<file path="src/core/link_event_pkg.sv">
// Constants shared by the link event flag block: register offsets, field positions,
// reset values and timing figures.
// Assumes a 32-bit classic Wishbone register bus and a 50 MHz controller clock.
package link_event_pkg;
    localparam int WB_ADDR_W = 8;

    // Byte addresses of the register words
    localparam logic [7:0] ADDR_CONTROL = 8'h08;
    localparam logic [7:0] ADDR_FLAGS = 8'h0C;
    localparam logic [7:0] ADDR_MASK = 8'h10;
    localparam logic [7:0] ADDR_FIFO_CTRL = 8'h1C;
    localparam logic [7:0] ADDR_DIAG = 8'h20;

    // Event flag positions in link_event_flags
    localparam int BIT_SUMMARY = 0;
    localparam int BIT_PHY_REG = 2;
    localparam int BIT_PHY_RESET = 3;
    localparam int BIT_SELF_ID_DONE = 4;
    localparam int BIT_TX_READY = 5;
    localparam int BIT_RX_BLOCK = 6;
    localparam int BIT_CMD_RESET = 7;
    localparam int BIT_ACK_EVENT = 8;
    localparam int BIT_ISO_TX_ERR = 11;
    localparam int BIT_ASYNC_TX_ERR = 12;
    localparam int BIT_BUSY_ACK = 14;
    localparam int BIT_HDR_CRC = 15;
    localparam int BIT_TCODE_ERR = 16;
    localparam int BIT_CYCLE_OVERRUN = 19;

    // Bits that hold a flag; all others of the word except summary bit 0 read as zero
    localparam logic [31:0] FLAG_IMPL_MASK = 32'h0009_D9FC;
    localparam logic [31:0] FLAGS_RESET = 32'h0000_0000;
    localparam logic [31:0] MASK_RESET = 32'h0000_0000;

    // Control, mask, fifo-control and diagnostic bit positions
    localparam int CTRL_KEEP_SID_BIT = 1;
    localparam int MASK_MASTER_BIT = 0;
    localparam int FIFO_CLR_ASYNC_BIT = 0;
    localparam int DIAG_WE_BIT = 0;

    // Isochronous cycle length limit
    localparam int CLOCK_MHZ = 50;
    localparam int CYCLE_TIME_US = 125;
    localparam int CYCLE_LIMIT_CYCLES = CYCLE_TIME_US * CLOCK_MHZ;
endpackage

</file>
<file path="src/core/sticky_flag.sv">
// One sticky event flag: set by hardware, cleared or loaded by software.
// Assumes set, clear and load are single-cycle qualifiers in the i_clock domain.
`timescale 1ns/1ns
module sticky_flag #(
    parameter logic RESET_VALUE = 1'b0
) (
    input wire logic i_clock,
    input wire logic i_rst_n,
    input wire logic i_set,
    input wire logic i_clear,
    input wire logic i_load,
    input wire logic i_load_value,
    output logic o_flag
);
    typedef struct packed {
        logic flag;
    } cell_state_t;

    cell_state_t state_reg;
    cell_state_t state_next;

    // Hardware set wins over any software clear or load in the same cycle
    always_comb begin
        state_next = state_reg;
        if (i_set) begin
            state_next.flag = 1'b1;
        end else if (i_load) begin
            state_next.flag = i_load_value;
        end else if (i_clear) begin
            state_next.flag = 1'b0;
        end
    end

    always_ff @(posedge i_clock or negedge i_rst_n) begin
        if (!i_rst_n) begin
            state_reg <= '{flag: RESET_VALUE};
        end else begin
            state_reg <= state_next;
        end
    end

    assign o_flag = state_reg.flag;

    a_set_wins: assert property (@(posedge i_clock) disable iff (!i_rst_n)
        i_set |=> o_flag) else $error("flag not set after set request");
endmodule

</file>
<file path="src/core/serial_bus_link_event_flags.sv">
// Event flag section of a serial-bus link controller, with its mask, control bits and
// the interrupt output, reached as a classic Wishbone slave.
// Assumes all event inputs are one-cycle pulses or levels synchronous to i_clock.
//
// Behaviour
// - Flag bit 2 when a phy register value lands in the access register.
// - Flag bit 3 when a bus reset begins.
// - Flag bit 4 when the whole bus reset including self-ID is finished.
// - Control bit 1 tells the receiver to keep self-ID packets in the fifo.
// - Flag bit 5 when the transmitter is idle and ready.
// - Unacknowledged non-broadcast async packet means lost arbitration; retry when bus idle.
// - Flag bit 6 when a block or packet enters the general receive fifo.
// - During self-ID reception, bit 6 waits until the bus reset ends.
// - Flag bit 7 on a quadlet write to the reset-start register.
// - Flag bit 8 on acknowledge or timeout after an async packet.
// - Flag bit 11 on invalid iso transmit fifo content.
// - Flag bit 12 when a first quadlet missed the first-entry addresses.
// - Async transmit fifo underflow also raises bit 12.
// - Format error state blocks async sending until software clears the fifo.
// - Isochronous transmission carries on during the format error state.
// - Receive fifo overflow sets bit 14 and answers busy to our packet.
// - Header CRC failure sets bit 15 and the packet is discarded.
// - Flag bit 16 on an invalid transaction code from a transmit fifo.
// - Flag bit 19 when an isochronous cycle lasts over 125 microseconds.
// - Masked flags form the summary; interrupt needs summary and master mask.
// - Read/write mask register at its own address, reset to zero.
// - Diag enable off: writes clear flags; on: every flag bit writable.
`timescale 1ns/1ns
module serial_bus_link_event_flags #(
    parameter int CYCLE_LIMIT = link_event_pkg::CYCLE_LIMIT_CYCLES,
    parameter int CNT_W = 16
) (
    input wire logic i_clock,
    input wire logic i_rst_n,
    // Wishbone slave
    input wire logic i_wb_cyc,
    input wire logic i_wb_stb,
    input wire logic i_wb_we,
    input wire logic [link_event_pkg::WB_ADDR_W-1:0] i_wb_adr,
    input wire logic [3:0] i_wb_sel,
    input wire logic [31:0] i_wb_dat,
    output logic o_wb_ack,
    output logic [31:0] o_wb_dat,
    // Events from the link logic
    input wire logic i_phy_reg_value_received,
    input wire logic i_phy_reset_started,
    input wire logic i_self_ident_complete,
    input wire logic i_self_ident_receiving,
    input wire logic i_transmitter_ready,
    input wire logic i_async_nonbcast_sent,
    input wire logic i_acknowledge_valid,
    input wire logic i_bus_idle,
    input wire logic i_receive_block_accepted,
    input wire logic i_command_reset_received,
    input wire logic i_ack_or_timeout_event,
    input wire logic i_iso_tx_format_error,
    input wire logic i_async_first_entry_missed,
    input wire logic i_async_fifo_underflow,
    input wire logic i_general_receive_fifo_overflow,
    input wire logic i_packet_for_node,
    input wire logic i_header_crc_error,
    input wire logic i_transaction_code_error,
    input wire logic i_iso_cycle_start,
    input wire logic i_iso_cycle_end,
    // Controls back to the link logic
    output logic o_keep_self_ident_packets,
    output logic o_async_tx_enable,
    output logic o_iso_tx_enable,
    output logic o_async_fifo_clear,
    output logic o_rearbitrate,
    output logic o_busy_ack_send,
    output logic o_discard_packet,
    output logic o_interrupt
);
    import link_event_pkg::*;

    typedef struct packed {
        logic [31:0] mask;
        logic keep_sid;
        logic diag_we;
        logic async_err;
        logic rx_held;
        logic async_wait;
        logic arb_lost;
        logic retry;
        logic busy_ack;
        logic discard;
        logic fifo_clear;
        logic cyc_active;
        logic cyc_flagged;
        logic [CNT_W-1:0] cyc_cnt;
        logic ack;
        logic [31:0] rdata;
        logic irq;
    } state_t;

    localparam logic [CNT_W-1:0] CYC_LIMIT = CNT_W'(CYCLE_LIMIT);

    state_t state_reg;
    state_t state_next;

    logic [31:0] flags;
    logic [31:0] flag_set;
    logic [31:0] flag_clear;
    logic [31:0] byte_mask;
    logic [31:0] read_word;
    logic flag_load;
    logic summary;
    logic req;
    logic wr_commit;
    logic rx_block_set;
    logic cyc_over;

    assign req = i_wb_cyc & i_wb_stb;
    // A write takes effect at the edge where the master sees ack
    assign wr_commit = req & i_wb_we & state_reg.ack;
    assign byte_mask = {{8{i_wb_sel[3]}}, {8{i_wb_sel[2]}}, {8{i_wb_sel[1]}}, {8{i_wb_sel[0]}}};

    // Self-ID blocks are reported only once the bus reset completes
    assign rx_block_set = (i_receive_block_accepted & ~i_self_ident_receiving)
                          | (i_self_ident_complete & (state_reg.rx_held | i_receive_block_accepted));

    assign cyc_over = state_reg.cyc_active & ~state_reg.cyc_flagged & (state_reg.cyc_cnt >= CYC_LIMIT);

    always_comb begin
        flag_set = '0;
        flag_set[BIT_PHY_REG] = i_phy_reg_value_received;
        flag_set[BIT_PHY_RESET] = i_phy_reset_started;
        flag_set[BIT_SELF_ID_DONE] = i_self_ident_complete;
        flag_set[BIT_TX_READY] = i_transmitter_ready;
        flag_set[BIT_RX_BLOCK] = rx_block_set;
        flag_set[BIT_CMD_RESET] = i_command_reset_received;
        flag_set[BIT_ACK_EVENT] = i_ack_or_timeout_event;
        flag_set[BIT_ISO_TX_ERR] = i_iso_tx_format_error;
        flag_set[BIT_ASYNC_TX_ERR] = i_async_first_entry_missed | i_async_fifo_underflow;
        flag_set[BIT_BUSY_ACK] = i_general_receive_fifo_overflow;
        flag_set[BIT_HDR_CRC] = i_header_crc_error;
        flag_set[BIT_TCODE_ERR] = i_transaction_code_error;
        flag_set[BIT_CYCLE_OVERRUN] = cyc_over;
    end

    // Plain writes clear the ones written; diagnostic writes load the word
    assign flag_load = wr_commit & (i_wb_adr == ADDR_FLAGS) & state_reg.diag_we;
    assign flag_clear = (wr_commit & (i_wb_adr == ADDR_FLAGS) & ~state_reg.diag_we)
                        ? (i_wb_dat & byte_mask) : '0;

    genvar gi;
    generate
        for (gi = 0; gi < 32; gi++) begin : g_flag
            if (FLAG_IMPL_MASK[gi]) begin : g_cell
                sticky_flag #(
                    .RESET_VALUE(FLAGS_RESET[gi])
                ) sticky_flag_inst (
                    .i_clock(i_clock),
                    .i_rst_n(i_rst_n),
                    .i_set(flag_set[gi]),
                    .i_clear(flag_clear[gi]),
                    .i_load(flag_load & byte_mask[gi]),
                    .i_load_value(i_wb_dat[gi]),
                    .o_flag(flags[gi])
                );
            end else begin : g_zero
                assign flags[gi] = 1'b0;
            end
        end
    endgenerate

    assign summary = |(flags & state_reg.mask & FLAG_IMPL_MASK);

    always_comb begin
        read_word = '0;
        unique case (i_wb_adr)
            ADDR_CONTROL: read_word[CTRL_KEEP_SID_BIT] = state_reg.keep_sid;
            ADDR_FLAGS: read_word = {flags[31:1], summary};
            ADDR_MASK: read_word = state_reg.mask;
            ADDR_DIAG: read_word[DIAG_WE_BIT] = state_reg.diag_we;
            default: read_word = '0;
        endcase
    end

    always_comb begin
        state_next = state_reg;
        state_next.retry = 1'b0;
        state_next.busy_ack = 1'b0;
        state_next.discard = 1'b0;
        state_next.fifo_clear = 1'b0;

        // Bus slave: ack one cycle after the request, dropped the cycle after
        state_next.ack = req & ~state_reg.ack;
        if (req & ~state_reg.ack & ~i_wb_we) begin
            state_next.rdata = read_word;
        end

        if (wr_commit) begin
            unique case (i_wb_adr)
                ADDR_CONTROL: begin
                    if (i_wb_sel[0]) begin
                        state_next.keep_sid = i_wb_dat[CTRL_KEEP_SID_BIT];
                    end
                end
                ADDR_MASK: begin
                    state_next.mask = (state_reg.mask & ~byte_mask) | (i_wb_dat & byte_mask);
                end
                ADDR_FIFO_CTRL: begin
                    state_next.fifo_clear = i_wb_sel[0] & i_wb_dat[FIFO_CLR_ASYNC_BIT];
                end
                ADDR_DIAG: begin
                    if (i_wb_sel[0]) begin
                        state_next.diag_we = i_wb_dat[DIAG_WE_BIT];
                    end
                end
                default: begin
                end
            endcase
        end

        // Format error state: leaving it needs a fifo clear, a new error wins
        if (flag_set[BIT_ASYNC_TX_ERR]) begin
            state_next.async_err = 1'b1;
        end else if (state_reg.fifo_clear) begin
            state_next.async_err = 1'b0;
        end

        // Holding self-ID data reports until the reset process ends
        if (i_self_ident_complete) begin
            state_next.rx_held = 1'b0;
        end else if (i_receive_block_accepted & i_self_ident_receiving) begin
            state_next.rx_held = 1'b1;
        end

        // Missing acknowledge after a non-broadcast async packet; a new loss in the retry cycle still retries and is kept pending
        if (state_reg.arb_lost & i_transmitter_ready & i_bus_idle) begin
            state_next.arb_lost = 1'b0;
            state_next.retry = 1'b1;
        end
        if (i_async_nonbcast_sent) begin
            state_next.async_wait = 1'b1;
        end else if (state_reg.async_wait & i_ack_or_timeout_event) begin
            state_next.async_wait = 1'b0;
            state_next.arb_lost = ~i_acknowledge_valid;
        end

        state_next.busy_ack = i_general_receive_fifo_overflow & i_packet_for_node;
        state_next.discard = i_header_crc_error;

        // Isochronous cycle length watch
        if (i_iso_cycle_start) begin
            state_next.cyc_active = 1'b1;
            state_next.cyc_flagged = 1'b0;
            state_next.cyc_cnt = '0;
        end else if (i_iso_cycle_end) begin
            state_next.cyc_active = 1'b0;
        end else if (state_reg.cyc_active) begin
            if (cyc_over) begin
                state_next.cyc_flagged = 1'b1;
            end
            if (state_reg.cyc_cnt != '1) begin
                state_next.cyc_cnt = state_reg.cyc_cnt + 1'b1;
            end
        end

        state_next.irq = summary & state_reg.mask[MASK_MASTER_BIT];
    end

    always_ff @(posedge i_clock or negedge i_rst_n) begin
        if (!i_rst_n) begin
            state_reg <= '0;
            state_reg.mask <= MASK_RESET;
        end else begin
            state_reg <= state_next;
        end
    end

    assign o_wb_ack = state_reg.ack;
    assign o_wb_dat = state_reg.rdata;
    assign o_keep_self_ident_packets = state_reg.keep_sid;
    assign o_async_tx_enable = ~state_reg.async_err;
    assign o_iso_tx_enable = 1'b1;
    assign o_async_fifo_clear = state_reg.fifo_clear;
    assign o_rearbitrate = state_reg.retry;
    assign o_busy_ack_send = state_reg.busy_ack;
    assign o_discard_packet = state_reg.discard;
    assign o_interrupt = state_reg.irq;

    a_phy_reg_flag: assert property (@(posedge i_clock) disable iff (!i_rst_n)
        i_phy_reg_value_received |=> flags[BIT_PHY_REG]) else $error("phy register flag missing");
    a_reset_flag: assert property (@(posedge i_clock) disable iff (!i_rst_n)
        i_phy_reset_started |=> flags[BIT_PHY_RESET]) else $error("bus reset flag missing");
    a_sid_done_flag: assert property (@(posedge i_clock) disable iff (!i_rst_n)
        i_self_ident_complete |=> flags[BIT_SELF_ID_DONE]
        && (flags[BIT_RX_BLOCK] || !$past(state_reg.rx_held || i_receive_block_accepted)))
        else $error("self-ID end flags");
    a_keep_sid_ctl: assert property (@(posedge i_clock) disable iff (!i_rst_n)
        wr_commit && i_wb_adr == ADDR_CONTROL && i_wb_sel[0]
        |=> o_keep_self_ident_packets == $past(i_wb_dat[CTRL_KEEP_SID_BIT])) else $error("keep self-ID bit");
    a_tx_ready_flag: assert property (@(posedge i_clock) disable iff (!i_rst_n)
        i_transmitter_ready |=> flags[BIT_TX_READY]) else $error("transmitter ready flag missing");
    a_arb_retry: assert property (@(posedge i_clock) disable iff (!i_rst_n)
        o_rearbitrate |-> $past(state_reg.arb_lost && i_bus_idle && i_transmitter_ready))
        else $error("retry without lost arbitration");
    a_rx_flag: assert property (@(posedge i_clock) disable iff (!i_rst_n)
        i_receive_block_accepted && !i_self_ident_receiving |=> flags[BIT_RX_BLOCK])
        else $error("receive data flag missing");
    a_rx_held: assert property (@(posedge i_clock) disable iff (!i_rst_n)
        !flags[BIT_RX_BLOCK] && i_receive_block_accepted && i_self_ident_receiving && !i_self_ident_complete
        && !flag_load |=> !flags[BIT_RX_BLOCK]) else $error("receive flag during self-ID");
    a_cmd_reset_flag: assert property (@(posedge i_clock) disable iff (!i_rst_n)
        i_command_reset_received |=> flags[BIT_CMD_RESET]) else $error("command reset flag missing");
    a_ack_event_flag: assert property (@(posedge i_clock) disable iff (!i_rst_n)
        i_ack_or_timeout_event |=> flags[BIT_ACK_EVENT]) else $error("acknowledge flag missing");
    a_iso_err_flag: assert property (@(posedge i_clock) disable iff (!i_rst_n)
        i_iso_tx_format_error |=> flags[BIT_ISO_TX_ERR]) else $error("iso format error flag missing");
    a_async_block: assert property (@(posedge i_clock) disable iff (!i_rst_n)
        (i_async_first_entry_missed || i_async_fifo_underflow)
        |=> !o_async_tx_enable ##1 (!o_async_tx_enable || $past(o_async_fifo_clear)))
        else $error("async sending not blocked");
    a_async_hold: assert property (@(posedge i_clock) disable iff (!i_rst_n)
        !o_async_tx_enable && !o_async_fifo_clear |=> !o_async_tx_enable)
        else $error("async sending resumed without fifo clear");
    a_busy_ack: assert property (@(posedge i_clock) disable iff (!i_rst_n)
        i_general_receive_fifo_overflow && i_packet_for_node |=> o_busy_ack_send && flags[BIT_BUSY_ACK])
        else $error("busy acknowledge missing");
    a_hdr_discard: assert property (@(posedge i_clock) disable iff (!i_rst_n)
        i_header_crc_error |=> o_discard_packet && flags[BIT_HDR_CRC]) else $error("header error handling");
    a_tcode_flag: assert property (@(posedge i_clock) disable iff (!i_rst_n)
        i_transaction_code_error |=> flags[BIT_TCODE_ERR]) else $error("transaction code flag missing");
    a_overrun_flag: assert property (@(posedge i_clock) disable iff (!i_rst_n)
        state_reg.cyc_active && !i_iso_cycle_start && !i_iso_cycle_end && state_reg.cyc_cnt == CYC_LIMIT
        |=> flags[BIT_CYCLE_OVERRUN]) else $error("cycle overrun flag missing");
    a_irq_gate: assert property (@(posedge i_clock) disable iff (!i_rst_n)
        ##1 o_interrupt == $past(summary && state_reg.mask[MASK_MASTER_BIT])) else $error("interrupt gating");
    a_mask_write: assert property (@(posedge i_clock) disable iff (!i_rst_n)
        wr_commit && i_wb_adr == ADDR_MASK && i_wb_sel == 4'hF |=> state_reg.mask == $past(i_wb_dat))
        else $error("mask register write lost");
    a_flag_clear: assert property (@(posedge i_clock) disable iff (!i_rst_n)
        flag_clear[BIT_ACK_EVENT] && !i_ack_or_timeout_event |=> !flags[BIT_ACK_EVENT])
        else $error("flag not cleared by write");
    a_reserved_zero: assert property (@(posedge i_clock) disable iff (!i_rst_n)
        req && !i_wb_we && !state_reg.ack && i_wb_adr == ADDR_FLAGS
        |=> (o_wb_dat & ~FLAG_IMPL_MASK & 32'hFFFF_FFFE) == '0) else $error("reserved flag bits not zero");

    c_retry: cover property (@(posedge i_clock) disable iff (!i_rst_n) o_rearbitrate);
    c_overrun: cover property (@(posedge i_clock) disable iff (!i_rst_n) $rose(flags[BIT_CYCLE_OVERRUN]));
    c_irq: cover property (@(posedge i_clock) disable iff (!i_rst_n) $rose(o_interrupt));
    c_err_leave: cover property (@(posedge i_clock) disable iff (!i_rst_n) $rose(o_async_tx_enable));
endmodule

</file>
<file path="config.mk">
export PLATFORM = sky130hd
export DESIGN_NAME = serial_bus_link_event_flags
export DESIGN_NICKNAME = d
export VERILOG_FILES = /design/src/core/link_event_pkg.sv /design/src/core/sticky_flag.sv /design/src/core/serial_bus_link_event_flags.sv
export SDC_FILE = /design/constraint.sdc
export NUM_CORES = 1
export LEC_CHECK = 0
export BUFFER_PORTS_ARGS = -buffer_cell sky130_fd_sc_hd__buf_2
export CAP_MARGIN = 40
export CORE_ASPECT_RATIO = 0.9
export CORE_MARGIN = 4
export CORE_UTILIZATION = 40
export DETAILED_ROUTE_END_ITERATION = 12
export PLACE_DENSITY_LB_ADDON = 0.08
export SLEW_MARGIN = 5
export SYNTH_ARGS = -nofsm -noshare
export SYNTH_HDL_FRONTEND = slang
export SYNTH_SLANG_ARGS = --single-unit
</file>
<file path="constraint.sdc">
create_clock -name i_clock -period 4.09 [get_ports i_clock]
set_input_delay 0 -clock i_clock [delete_from_list [all_inputs] [get_ports i_clock]]
set_output_delay 0 -clock i_clock [all_outputs]
set_load 0.005 [all_outputs]
</file>
## Yosys cells after proc, flatten, opt, wreduce, memory -nomap -nowiden

Index checks and enable logic that the tools add are counted.

- Bits in registers: 107
- Input bits: 69
- Output and inout port bits: 41

- $add $sub $neg: 1
- Magnitude comparators: 1
- Eq/ne operators: 7
- Mux-type cells: 59
- Bitwise operators: 37
- Reductions and logical operators: 26

Operator list:

| cell | count |
|---|---|
| AND 32 bit | 2 |
| case mux 30 bit (2 select lines) | 1 |
| 2-to-1 mux 1 bit | 49 |
| nonzero test 3 bit | 13 |
| 2-to-1 mux 17 bit | 2 |
| NOT 32 bit | 1 |
| OR 32 bit | 1 |
| AND 1 bit | 22 |
| AND 20 bit | 1 |
| 2-to-1 mux 20 bit | 1 |
| 2-to-1 mux 18 bit | 1 |
| adder 16 x 1 -> 16 bit, second input constant | 1 |
| equality test 8 x 4 -> 1 bit, second input constant | 2 |
| equality test 8 x 5 -> 1 bit, second input constant | 2 |
| greater-or-equal comparator 16 x 13 -> 1 bit, second input constant | 1 |
| 2-to-1 mux 16 bit | 1 |
| != test 16 bit, second input constant | 1 |
| nonzero test 2 bit | 7 |
| OR reduction 13 bit | 1 |
| AND reduction 3 bit | 4 |
| equality test 8 x 6 -> 1 bit, second input constant | 1 |
| NOT 1 bit | 7 |
| 2-to-1 mux 2 bit | 2 |
| OR 1 bit | 3 |
| other kinds (4) | 4 |

## Logic depth before layout (Yosys ltp)

- Word-level depth: 9
- Depth in mapped cells: 7

## Modules after synthesis

A second synthesis with hierarchy kept.

- Cell total of the unflattened synthesis: 420
- Area total of the unflattened synthesis: 4957.3 um^2

By module, submodules not included:

| module | times used | cells an instance | area each (um^2) | seq. area each (um^2) |
|---|---|---|---|---|
| serial_bus_link_event_flags | 1 | 381 | 4453.0 | 2352.3 |
| sticky_flag | 13 | 3 | 38.8 | 25.0 |

## Worst setup path after synthesis

OpenSTA, ideal clock, no wires.

- Path kind: flip-flop to flip-flop
- From: register state_reg[34] (netlist bit)
- To: register g_flag[19].g_cell.sticky_flag_inst.state_reg
- Data arrival time: 1455 ps
- Required time: 3942 ps
- Setup slack: 2487 ps
- Cell stages (with the launch flop): 7
- Path buffers: 0
- Cell sequence: dfrtp_1 > inv_1 > ha_1 > nor4_1 > o21ai_0 > a2111oi_0 > o311ai_0

- Longest elaborated chain between the ends: 3
- Elaborated cells on any way between the ends: 4

Ends and longest elaborated chain:

| what | RTL line | RTL |
|---|---|---|
| start, declared | serial_bus_link_event_flags.sv:99 | `state_t state_reg;` |
| start signal, assigned | serial_bus_link_event_flags.sv:270 | `state_reg <= state_next;` |
| greater-or-equal comparator 16 x 13 -> 1 bit * | serial_bus_link_event_flags.sv:123 | `assign cyc_over = state_reg.cyc_active & ~state_reg.cyc_flagged & (state_reg.cyc_cnt >= CYC_LIMIT);` |
| AND 1 bit * | serial_bus_link_event_flags.sv:123 |  |
| nonzero test 3 bit (no line) / 2-to-1 mux 1 bit (equally long branches) | - |  |
| end signal, assigned | sticky_flag.sv:36 | `state_reg <= '{flag: RESET_VALUE};` |
| end signal, assigned | sticky_flag.sv:38 | `state_reg <= state_next;` |
| end, declared | sticky_flag.sv:19 | `cell_state_t state_reg;` |

Every way passes the cells marked *; elsewhere a longest branch is shown, timed or not.
A chain may end at the register's enable or synchronous reset.

## Worst setup path after layout

- From: register state_reg, in the netlist o_wb_ack
- To: register g_flag[5].g_cell.sticky_flag_inst.state_reg

- Longest elaborated chain between the ends: 6
- Elaborated cells on any way between the ends: 9

Ends and longest elaborated chain:

| what | RTL line | RTL |
|---|---|---|
| AND 1 bit * | serial_bus_link_event_flags.sv:116 | `assign wr_commit = req & i_wb_we & state_reg.ack;` |
| AND 1 bit * | serial_bus_link_event_flags.sv:143, serial_bus_link_event_flags.sv:144 |  |
| AND 1 bit | serial_bus_link_event_flags.sv:143 | `assign flag_load = wr_commit & (i_wb_adr == ADDR_FLAGS) & state_reg.diag_we;` |
| AND 1 bit | serial_bus_link_event_flags.sv:158 | `.i_load(flag_load & byte_mask[gi]),` |
| 2-to-1 mux 1 bit | sticky_flag.sv:27 | `end else if (i_load) begin` |
| 2-to-1 mux 1 bit | sticky_flag.sv:25 | `if (i_set) begin` |
| end signal, assigned | sticky_flag.sv:36 |  |
| end signal, assigned | sticky_flag.sv:38 |  |
| end, declared | sticky_flag.sv:19 |  |

Marks and branches as above.

==> metrics.cfg <==
[status]
status = finished clean

[setup_path]
r2r-end = g_flag[5].g_cell.sticky_flag_inst.o_flag
r2r_slack_ns = 1.78
critPathTopFamily = simple AND/OR/NAND/NOR gates
worst_setup_path_start_kind = register
cp.required_ns = 4.32
slowest_delay_ns = 0.56
cp_slowest_cell = dlygate4sd3_1
worstSetupPathType = register to register
worst_ep_arrival_time_ns = 2.54
cp_num_buf_inv = 1
r2r_start = o_wb_ack
end_kind = register
worstPathMaxFanout = 7
ff2ff_path_depth = 5
cp_cell_sequence = and4_1, and4_1, o21ai_0, a221o_1, dlygate4sd3_1
path_common_cell = and4_1

[floorplanning]
die_w_microns = 126.6
coreArea_sq_mm = 0.01222
io_pins = 110
die_area_sq_mm = 0.01453
die_h_microns = 114.7
initial_utilization_pct = 41.44
num_rows = 38

[place]
dp_hpwl_microns = 8768
gp_congestion = 0.8292
io_buffers = 108
dp_cells = 686
pre_cts_ws_ns = 2.191

[synth]
synth-seq-cells = 107
ys_types = 53
yosysWarnings = 0
ys_seq_area_share_pct = 52.88
avgSynthCellArea_sq_um = 10.89
syn-cell-area_sq_mm = 0.005064
netlist_instances = 465
syn_nets = 536

[timing]
finalWorstSetupSlack_ns = 1.776
finalSetupTns_ns = 0
fmaxAchievable_ghz = 0.4321
rsz0062_at_grt = false
slew_violations = 0
setup_viol_count_final = 0
worst_pin_slew_ns = 0.7655
skew_ns = 0.009135
period_share_pct = 56.58
final_hold_viol_count = 0
slew_headroom_pct = 48.57
final_period_minus_worst_setup_slack_ns = 2.314

[clock_network]
cts_buffers = 9
cts_resized = 0
cts_tree = done
clock_latency_ns = 0.35
cts.sinks = 107
cts-root-buf = clkbuf_16
clk_pin_slew_ns = 0.08
clock_path_buffers = 2
cts_max_level = 3

[route]
routed_via_density = 5.216
vias = 3990
first_pass_iters = 4
routed_wl_microns = 12710
drc = 0
drt-wirelength-per-cell_microns = 16.62
drtIter0Drc = 174
detail-route-antenna-nets = 0

[min_path]
worstHoldStart = i_wb_adr[0]
hold-path-endpoint = o_wb_dat[0]
hold_class = input pin to register
min_path_cells = 4

[cells_and_area]
area_delta_synth_final_pct = 28.17
stdcell_count = 765
final_net_count = 671
final_cell_mix = dfrtp_1, buf_2, dlygate4sd3_1, nand2_1, nor2_1
drive_above_1_share_pct = 29.09
diodes = 0

[power]
p_leak_nw = 3.047
power_density_mw_per_mm2 = 346.5
vdd_drop_max_v = 0.0002049

[global_routing]
grt_first_pass_wirelength_microns = 20930
grt_pass1_vias = 4057
track_usage_pct = 18.11
antenna_found_initial = 0
overflow = 0
grt_start_max_net_pins = 61

[job]
max-cap-violations = 0

[stage by stage]
step	hold WS (ns)	util, %	power [mW]	cell area (sq um)
floorplan	-0.2956	-	1.238	5064
global placement	0.1302	44.87	1.317	5483
detailed placement	-0.1633	45.41	1.327	5549
CTS	0.002977	53.11	2.276	6490
global route	0.02751	53.11	2.348	6490
finish	0.03266	53.11	2.249	6490
[cell families after synthesis]
family                   Yosys count  synth area share (%)
multiplexers                      34                 7.561
buffers and inverters             62                 7.611
adder cells (fa/ha/maj)            2                0.4941
AO/OA/AOI/OAI                     94                 13.62
other                              1               0.07406
flip-flops                       107                 52.88
AND/OR/NAND/NOR                  165                 17.77
[power by group]
group	switching [mW]	internal [mW]
logic	0.112	0.114
clock network	0.404	0.500
registers	0.0237	1.09
[how the worst max path moves through the flow]
stage,start,to,slack (ns),depth (start not counted)
floorplan,state_reg[34],g_flag[19].g_cell.sticky_flag_inst.o_flag,2.49,6
global placement,state_reg[35],state_reg[40],2.11,5
detailed placement,state_reg[34],g_flag[19].g_cell.sticky_flag_inst.o_flag,2.19,6
CTS,o_wb_ack,g_flag[14].g_cell.sticky_flag_inst.o_flag,1.79,5
global route,o_wb_ack,g_flag[11].g_cell.sticky_flag_inst.o_flag,1.67,5
finish,o_wb_ack,g_flag[5].g_cell.sticky_flag_inst.o_flag,1.78,5
[cell usage after synthesis (all sizes together)]
cell type  number  share of area, %
a2111oi         1              0.17
a21o            1              0.15
a21oi          15               1.6
a221o          11               2.2
a221oi         13               2.2
a222oi          1              0.20
a22o            1              0.17
a22oi           5              0.74
a31oi           3              0.37
and2           10               1.3
and2b           1              0.15
and3            3              0.37
and4            6               1.0
and4bb          1              0.25
buf            43               6.2
clkbuf         10              0.74
conb            1             0.074
dfrtp         107                53
ha              2              0.49
inv             9              0.67
mux2           34               7.6
nand2          49               3.8
nand2b          1              0.12
nand3          24               2.4
nand3b          2              0.30
nand4           7              0.99
nand4b          1              0.17
nor2           34               2.5
nor3            3              0.30
nor4            5               1.3
nor4b           2              0.47
o2111ai         2              0.82
o211ai          2              0.30
o21a            1              0.15
o21ai          23               2.3
o311ai          1              0.17
o31ai          12               1.8
o41ai           2              0.35
or3             3              0.37
or4            13               1.9
[cell type report]
cell class	instances	area (sq um)
fill	1105	5729
sequential	107	2678
tap	160	200.2
multi-input combinational	296	2006
inverter	9	33.78
clock buffer	10	239.0
clock inverter	6	71.32
timing repair buffer	177	1262
[worst min-delay path, cell delays in order]
cell and delay (ns):
buf_2 0.10, nor4_2 0.06, nand2_1 0.10, a31oi_1 0.08
[timing repair]
| action | 4_1_cts | 5_1_grt |
|---|---|---|
| hold buffers | 63 | 0 |
| endpoints found under the hold margin | 123 | 0 |
| setup buffers | 0 | 0 |
[routing by layer]
metal	wire length, microns	part of all wire, %	track usage, %
met3	674	5.3	3.576
met5	0	0	0
met4	235	1.8	5.718
met1	6281	49	26.02
met2	5523	43	27.89
(Power assumes the default switching activity.)
